File: src/core/adc_port_pkg.sv
/*
 * Constants shared by the converter output port: word width, pin roles on
 * the data bus, buffer size and the internal serial clock timing.
 * Assumes a 25 MHz system clock; all other modules import this package.
 */
package adc_port_pkg;

    // ------------------------------------------------------------
    // Word and pin layout
    // ------------------------------------------------------------
    localparam int DATA_W = 16;
    localparam int MSB_BIT = DATA_W - 1;
    localparam int LOW_PINS = 4;          // Pins 0..3 always drive.
    localparam int SCLK_SEL_BIT = 4;      // Clock source select in serial mode.
    localparam int SER_IN_HI = 7;         // Pins 4..7 are inputs in serial mode.
    localparam int SDOUT_BIT = 8;         // Serial data leaves on this pin.
    localparam int BIT_CNT_W = 4;
    localparam logic [BIT_CNT_W-1:0] LAST_BIT = 4'hf;

    // ------------------------------------------------------------
    // Buffer and timing
    // ------------------------------------------------------------
    localparam int BUF_DEPTH = 2;
    localparam int CLK_PERIOD_NS = 40;
    localparam int INT_SCLK_PERIOD_NS = 80;
    // Longest half period, rounded down, never below one cycle.
    localparam int SCLK_HALF_CYC = ((INT_SCLK_PERIOD_NS / 2) / CLK_PERIOD_NS) < 1 ? 1 :
                                   ((INT_SCLK_PERIOD_NS / 2) / CLK_PERIOD_NS);
    localparam int DIV_W = 4;

    typedef logic [DATA_W-1:0] word_t;

    // Two's complement is straight binary with the top bit inverted.
    function automatic word_t apply_coding(input word_t raw, input logic straight);
        word_t mask;
        mask = '0;
        mask[MSB_BIT] = ~straight;
        return raw ^ mask;
    endfunction

endpackage

File: src/core/adc_output_port.sv
/*
 * Output port of the converter: takes result words from the conversion core,
 * buffers two of them, and delivers them on the parallel data bus or, in
 * serial mode, shifted out MSB first on a reused data pin.
 * Assumes the result stream comes from logic on ref_clk; every pin input
 * arrives from outside and is synchronised before use.
 */
// Function
// - Coding select high gives straight binary; low inverts the MSB for two's complement.
// - Port type select low delivers results on the parallel data bus.
// - Port type select high enters serial mode, reusing some data pins.
// - Data pins 0 to 3 are driven outputs in every mode.
// - Pin 4 carries result bit 4 in parallel, clock source select in serial.
// - Serial with select low: device makes the serial clock and drives it out.
// - Serial with select high: host supplies the clock, device shifts data on it.
`timescale 1ns/1ps
`default_nettype none

module adc_output_port (
    input wire logic ref_clk,
    input wire logic rst_n,
    input wire adc_port_pkg::word_t result_data,
    input wire logic result_valid,
    output logic result_ready,
    input wire logic output_coding_select,
    input wire logic port_type_select,
    input wire logic read_strobe,
    output logic word_ready,
    input wire adc_port_pkg::word_t data_in,
    output adc_port_pkg::word_t data_out,
    output adc_port_pkg::word_t data_oe_n,
    input wire logic sclk_in,
    output logic sclk_out,
    output logic sclk_oe_n
);
    import adc_port_pkg::*;

    // ------------------------------------------------------------
    // Pin synchronisers
    // ------------------------------------------------------------
    // Two flops per pin; logic reads the second stage and, for clock and strobe edges, a third. The
    // assumption lets the selects be sampled this way without a word lock.
    logic [4:0] sync1, sync2;
    logic sclk_d, strobe_d;
    logic coding_s, serial_s, ext_s, strobe_s, sclk_s;

    always_ff @(posedge ref_clk) begin
        if (!rst_n) begin
            sync1 <= 5'h00;
            sync2 <= 5'h00;
            sclk_d <= 1'b0;
            strobe_d <= 1'b0;
        end else begin
            sync1 <= {sclk_in, read_strobe, data_in[SCLK_SEL_BIT], port_type_select, output_coding_select};
            sync2 <= sync1;
            sclk_d <= sync2[4];
            strobe_d <= sync2[3];
        end
    end

    assign coding_s = sync2[0];
    assign serial_s = sync2[1];
    assign ext_s = sync2[2];
    assign strobe_s = sync2[3];
    assign sclk_s = sync2[4];

    logic sclk_rise, strobe_rise;
    assign sclk_rise = sclk_s & ~sclk_d;
    assign strobe_rise = strobe_s & ~strobe_d;

    // ------------------------------------------------------------
    // Two-entry result buffer
    // ------------------------------------------------------------
    word_t mem [BUF_DEPTH];
    logic wr_ptr, rd_ptr, next_wr_ptr, next_rd_ptr;
    logic [1:0] count, next_count;
    logic next_result_ready, next_word_ready;
    logic push, pop;
    word_t head;

    assign head = mem[rd_ptr];
    assign push = result_valid & result_ready;

    // Ready comes from a flop, so it is derived from the next occupancy.
    always_comb begin
        next_wr_ptr = wr_ptr ^ push;
        next_rd_ptr = rd_ptr ^ pop;
        next_count = count + {1'b0, push} - {1'b0, pop};
        next_result_ready = (next_count != 2'(BUF_DEPTH));
        next_word_ready = (next_count != 2'h0);
    end

    always_ff @(posedge ref_clk) begin
        if (!rst_n) begin
            wr_ptr <= 1'b0;
            rd_ptr <= 1'b0;
            count <= 2'h0;
            result_ready <= 1'b0;
            word_ready <= 1'b0;
        end else begin
            wr_ptr <= next_wr_ptr;
            rd_ptr <= next_rd_ptr;
            count <= next_count;
            result_ready <= next_result_ready;
            word_ready <= next_word_ready;
        end
        if (push) begin
            mem[wr_ptr] <= result_data;
        end
    end

    // ------------------------------------------------------------
    // Parallel bus, serial shifter and internal clock divider
    // ------------------------------------------------------------
    word_t shifter, next_shifter, next_data_out, next_oe_n;
    logic [BIT_CNT_W-1:0] bit_cnt, next_bit_cnt;
    logic [DIV_W-1:0] div, next_div;
    logic busy, next_busy, next_sclk_out, next_sclk_oe_n;
    logic master_run, div_wrap, shift_evt;

    assign master_run = busy & serial_s & ~ext_s;
    assign div_wrap = (div == DIV_W'(SCLK_HALF_CYC - 1));
    // Master shifts on the falling edge it makes; slave on the host's rising edge.
    assign shift_evt = busy & (ext_s ? sclk_rise : (div_wrap & sclk_out));

    // In parallel mode a word is popped per host read strobe; in serial
    // mode a word is popped whenever the shifter is idle.
    always_comb begin
        pop = (count != 2'h0) & (serial_s ? ~busy : strobe_rise);
        next_shifter = shifter;
        next_bit_cnt = bit_cnt;
        next_busy = busy;
        next_div = '0;
        next_sclk_out = 1'b0;
        next_data_out = data_out;
        if (pop && serial_s) begin
            next_shifter = apply_coding(head, coding_s);
            next_bit_cnt = LAST_BIT;
            next_busy = 1'b1;
        end else if (shift_evt) begin
            next_shifter = {shifter[MSB_BIT-1:0], 1'b0};
            next_bit_cnt = bit_cnt - 1'b1;
            next_busy = (bit_cnt != '0);
        end
        if (master_run) begin
            next_div = div_wrap ? '0 : div + 1'b1;
            next_sclk_out = div_wrap ? ~sclk_out : sclk_out;
        end
        if (pop && !serial_s) begin
            next_data_out = apply_coding(head, coding_s);
        end
        if (serial_s) begin
            next_data_out[SDOUT_BIT] = next_shifter[MSB_BIT];
        end
        // Pins 0..3 always drive; 4..7 turn into inputs in serial mode.
        next_oe_n = '0;
        if (serial_s) begin
            next_oe_n[SER_IN_HI:SCLK_SEL_BIT] = '1;
        end
        next_sclk_oe_n = ~(serial_s & ~ext_s);
    end

    always_ff @(posedge ref_clk) begin
        if (!rst_n) begin
            shifter <= '0;
            bit_cnt <= '0;
            busy <= 1'b0;
            div <= '0;
            sclk_out <= 1'b0;
            sclk_oe_n <= 1'b1;
            data_out <= '0;
            data_oe_n <= '0;
        end else begin
            shifter <= next_shifter;
            bit_cnt <= next_bit_cnt;
            busy <= next_busy;
            div <= next_div;
            sclk_out <= next_sclk_out;
            sclk_oe_n <= next_sclk_oe_n;
            data_out <= next_data_out;
            data_oe_n <= next_oe_n;
        end
    end

    localparam int TOGGLE_MAX = 4;
endmodule // adc_output_port

`default_nettype wire

File: config.mk
export PLATFORM = sky130hd
export DESIGN_NAME = adc_output_port
export DESIGN_NICKNAME = d
export VERILOG_FILES = /design/src/core/adc_port_pkg.sv /design/src/core/adc_output_port.sv
export SDC_FILE = /design/constraint.sdc
export NUM_CORES = 1
export LEC_CHECK = 0
export BUFFER_PORTS_ARGS = -buffer_cell sky130_fd_sc_hd__buf_2
export CAP_MARGIN = 25
export CORE_MARGIN = 8
export CORE_UTILIZATION = 46
export DETAILED_ROUTE_END_ITERATION = 10
export MAX_ROUTING_LAYER = met4
export PLACE_DENSITY = 0.69
export SLEW_MARGIN = 20
export SYNTH_ARGS = -nofsm -noshare
export SYNTH_HDL_FRONTEND = slang
export SYNTH_SLANG_ARGS = --single-unit
File: constraint.sdc
create_clock -name ref_clk -period 2.6 [get_ports ref_clk]
set_input_delay 0.78 -clock ref_clk [delete_from_list [all_inputs] [get_ports ref_clk]]
set_output_delay 0.78 -clock ref_clk [all_outputs]
set_load 0.005 [all_outputs]
Word-level counts from Yosys, hierarchy flattened
Memory sizes are Yosys's and may differ from the RTL's. A register that Yosys moved wholly into a read port is not among the register bits.
Index checks and enable logic that the tools add are counted.
{"block": "word_totals", "reg_bits": 77, "ram_bits": 32, "inputBits": 39, "memories": 1}
{"block": "classes", "addsub": 4, "eq_ne": 1, "mux": 14, "n_bitwise": 21, "n_reduce_logical": 11}
{"memory": "mem", "depth": 2, "width": 16, "read_ports": 1, "rd_clocked_by_memory_dff": 1, "wr": 1, "line": "adc_output_port.sv:74", "rtl": "word_t mem [BUF_DEPTH];"}
{"operator": "$mux W16", "n": 2}
{"operator": "$xor A16 B16 Y16", "n": 1}
{"operator": "$mux W4", "n": 3}
{"operator": "$and A1 B1 Y1", "n": 9}
{"operator": "$mux W9", "n": 1}
{"operator": "$not A1 Y1", "n": 9}
{"operator": "$mux W1", "n": 8}
{"operator": "$reduce_bool A2 Y1", "n": 4}
{"operator": "$add A4 B1 Y4 const B", "n": 1}
{"operator": "$logic_not A4 Y1", "n": 1}
{"operator": "$reduce_bool A4 Y1", "n": 1}
{"operator": "$sub A4 B1 Y4 const B", "n": 1}
{"operator": "$reduce_or A3 Y1", "n": 1}
{"operator": "$add A2 B1 Y2", "n": 1}
{"operator": "$logic_and A1 B1 Y1", "n": 2}
{"operator": "$ne A2 B2 Y1 const B", "n": 1}
{"operator": "$reduce_and A2 Y1", "n": 1}
{"operator": "$sub A2 B1 Y2", "n": 1}
{"operator": "$xor A1 B1 Y1", "n": 2}
{"operator": "$logic_not A1 Y1", "n": 1}

Longest topological paths before layout
{"block": "depth", "ltp_word": 7, "mapped_depth": 11, "ltp_nobuf": 10}

Worst setup path before layout
Ideal clock, no wire load.
{"block": "synth_path", "kind": "register -> register", "from": "reg count[1]", "to": "reg word_ready", "setup_time_ns": 0.123, "arrival_ns": 1.925, "path_slack_ns": 0.552, "path_stages_with_launch": 12, "n_path_buf": 1, "synth_period_minus_slack_ns": 2.048, "path_cell_list": "dfxtp_1 or2_1 buf_6 o211ai_1 inv_1 ha_1 inv_1 ha_1 xor2_1 xnor2_1 nor2_1 or2_2"}
{"block": "synth_between", "elab_chain_len": 4, "word_cells_on_any_way": 5, "cone_classes": "add/sub (2); bitwise (1); reduce/logical (2)"}
{"item": "from (decl)", "line": "adc_output_port.sv:76", "rtl": "logic [1:0] count, next_count;"}
{"item": "from (signal assigned)", "line": "adc_output_port.sv:103", "rtl": "count <= next_count;"}
{"item": "parallel branches: the longest is 2 deep, another holds $add A2 B1 Y2"}
{"item": "$sub A2 B1 Y2 *", "line": "adc_output_port.sv:88", "rtl": "next_count = count + {1'b0, push} - {1'b0, pop};"}
{"item": "$reduce_bool A2 Y1 *", "line": "adc_output_port.sv:90", "rtl": "next_word_ready = (next_count != 2'h0);"}
{"item": "to (signal assigned)", "line": "adc_output_port.sv:105", "rtl": "word_ready <= next_word_ready;"}
{"item": "to (decl)", "line": "adc_output_port.sv:28", "rtl": "output logic word_ready,"}
Mark *: on every way between the ends.
A chain may end at the register's enable or synchronous reset.

Worst setup path after layout
{"block": "layout_path", "from": "reg sync2[3]", "to": "reg word_ready"}
{"block": "layout_between", "elab_chain_len": 5}
{"item": "from (decl)", "line": "adc_output_port.sv:43", "rtl": "logic [4:0] sync1, sync2;"}
{"item": "from (signal assigned)", "line": "adc_output_port.sv:55", "rtl": "sync2 <= sync1;"}
{"item": "$and A1 B1 Y1", "line": "adc_output_port.sv:69", "rtl": "assign strobe_rise = strobe_s & ~strobe_d;"}
{"item": "$mux W1", "line": "adc_output_port.sv:129", "rtl": "pop = (count != 2'h0) & (serial_s ? ~busy : strobe_rise);"}
{"item": "$and A1 B1 Y1", "line": "adc_output_port.sv:129"}
{"item": "$sub A2 B1 Y2", "line": "adc_output_port.sv:88"}
{"item": "$reduce_bool A2 Y1", "line": "adc_output_port.sv:90"}
Every way passes these cells.

==> flow_metrics.tcl <==
set metrics [dict create \
    setup_viol 0 \
    start_util 0.4672 \
    clkTransAtPathRegs_ns 0.10 \
    design.core.area_sq_mm 0.008093 \
    synthArstFlopShare 0 \
    boundaryPins 75 \
    grt_max_degree 34 \
    critical_path.endpoint_type "register" \
    clockPowerShare 0.312 \
    syn_to_final_growth_pct 12.21 \
    num_vias 2485 \
    syn_area_sq_mm 0.003781 \
    numPlacedInstances 472 \
    final_cells 488 \
    switching_share 0.2770 \
    p_leak_nw 1.611 \
    first_global_vias 2459 \
    ys_seq_elements 95 \
    finalMaxSlewViolations 0 \
    synth_top_area_frac 0.3336 \
    avgSynthCellArea_sq_um 11.35 \
    seq_power_share 0.558 \
    cts.sinks 95 \
    diodes 0 \
    min_period_ns 2.039 \
    status "finished clean" \
    fin_skew_ns 0.01234 \
    synth_area_leaders "dfxtp_1, edfxtp_1, mux2i_1" \
    synthFlopType "dfxtp_1" \
    drtPass1Iterations 5 \
    io_buffers 47 \
    cts_buffers 9 \
    fin_crit_sh 0.7841 \
    rows 33 \
    synth_area_leader_cell "dfxtp_1" \
    ys_types 45 \
    ir_drop_v 0.0004725 \
    tritoncts "yes" \
    htreeDepth 3 \
    r2r-start "sync2[3]" \
    cts.repair.resized 0 \
    fin_tns_setup_ns 0 \
    gp_congestion 0.7622 \
    die_height_um 106.7 \
    overflow 0 \
    crit_required_ns 2.86 \
    relSlewSlack 0.5993 \
    die_w_um 106.7 \
    drt_wl_total_um 7048 \
    die-area_sq_mm 0.01138 \
    design_area_sq_mm 0.004243 \
    wl_per_cell_um 14.44 \
    most-common-layout-cells "dfxtp_1, buf_2, edfxtp_1, nor2_1, nand2_1" \
    worst_pin_slew_ns 0.6008 \
    dp_hpwl_um 4965 \
    final_common_cell "dfxtp_1" \
    placed_area_sq_mm 0.004046 \
    final_nets 425 \
    vias_per_cell 5.092 \
    synth-warning-count 0 \
    min_from "sync1[0]" \
    cts_setup_buffers 0 \
    initialDrtViolationCount 235 \
    root_buffer "clkbuf_8" \
    cts.path.max_buffers 2 \
    postCtsHoldBufs 0 \
    drive_above_1_share 0.2193 \
    ant_nets 0 \
    crit_type "register to register" \
    clock_latency_ns 0.36 \
    power.density_mw_per_mm2 705.3 \
    antenna_found_initial 0 \
    comb_power_share 0.130 \
    cap_violations 0 \
    hold_violations 0 \
    p_sw_mw 0.8288 \
    ys_seq_area_frac 0.5877 \
    n_fill_cell 766 \
    cp_max_fo 3 \
    synth_edf_count 32 \
    grt_pass1_wl_um 11540 \
    arrival_ns 2.30 \
    synthCells 333 \
    cp-startpoint "sync2[3]" \
    rsz0062_at_grt "false" \
    power.internal_mw 2.164 \
    hold_class "register to register" \
    grtUsageTotal 0.1303 \
    critPathLaunchType "register" \
    fmax_mhz 490.5 \
    post-route-drc-count 0 \
]
-- sequential cells by signal, indices dropped and copies added, names as in the netlist, named ones only --
name / cells
bit_cnt: 4
busy: 1
data_out: 16
result_ready: 1
div: 4
word_ready: 1
sclk_d: 1
mem: 32
sync1: 5
count: 2
sclk_oe_n: 1
sclk_out: 1
wr_ptr: 1
rd_ptr: 1
shifter: 16
sync2: 5
data_oe_n: 1
strobe_d: 1
-- cell type report --
class	instances	area, sq um	share of cell area
timing repair buffer	57	310.3	0.07313
clock buffer	9	123.9	0.02919
clock inverter	7	72.57	0.01710
multi-input combinational	203	1338	0.3152
inverter	12	45.04	0.01062
tap	105	131.4	0.03096
sequential	95	2222	0.5237
-- critical path: stages (launching register included) --
cell      delay (ns)
dfxtp_1         0.31
nor2b_1         0.15
o211ai_1        0.25
inv_1           0.07
ha_1            0.28
inv_1           0.04
ha_1            0.17
xor2_1          0.15
xnor2_1         0.19
nor2_1          0.07
or2_2           0.27
-- per-layer routing --
metal	part of all wire	track usage	vias up	wire, um
met3	0.037	0.02460	7	261
met4	0.016	0.05729	0	111
met5	0	-	-	0
met1	0.45	0.1534	1189	3165
li1	-	-	1240	-
met2	0.50	0.2131	49	3509
-- kinds of logic after synthesis --
kind of cell / after synthesis / share of synthesized area
compound gates: 60 / 0.1165
xor+xnor: 8 / 0.01853
fa+ha+maj: 8 / 0.02647
buf+inv: 46 / 0.06949
flops: 95 / 0.5877
mux: 18 / 0.04864
other cells: 1 / 0.0009918
simple gates: 97 / 0.1317
-- final timing paths --
kind,to,slack (ns),cells past startpoint
setup / recovery,word_ready,0.56,10
hold reg to reg,sync2[0],0.44,1
setup reg to reg,word_ready,0.56,10
hold / removal,sync2[0],0.44,1
-- power groups by stage --
stage                     Clock, mW  Sequential (mW)  Combinational [mW]
final                         0.933             1.67               0.389
after global routing           1.01             1.68               0.433
after CTS                     0.954             1.67               0.392
after detailed placement          0             1.71               0.389
after global placement            0             1.70               0.382
after floorplan                   0             1.70               0.289
-- synth_stat cells (all sizes together) (6+ instances only) --
library cell,number
nor2,28
a211oi,14
edfxtp,32
a21oi,16
o211ai,13
and2,16
buf,27
dfxtp,63
clkbuf,7
nand2,17
nand3,14
ha,8
o21ai,6
inv,11
mux2i,15
-- through the flow --
step / hold WS [ns] / worst slack [ns] / power (mW) / util
after global placement: 0.4169 / 0.4206 / 2.083 / 0.5000
final: 0.4413 / 0.5614 / 2.992 / 0.5243
after CTS: 0.4453 / 0.5342 / 3.017 / 0.5243
after global routing: 0.4610 / 0.3963 / 3.118 / 0.5243
after detailed placement: 0.4212 / 0.3976 / 2.095 / 0.5000
after floorplan: 0.4119 / 0.5516 / 1.988 / -
(Power assumes the default switching activity.)
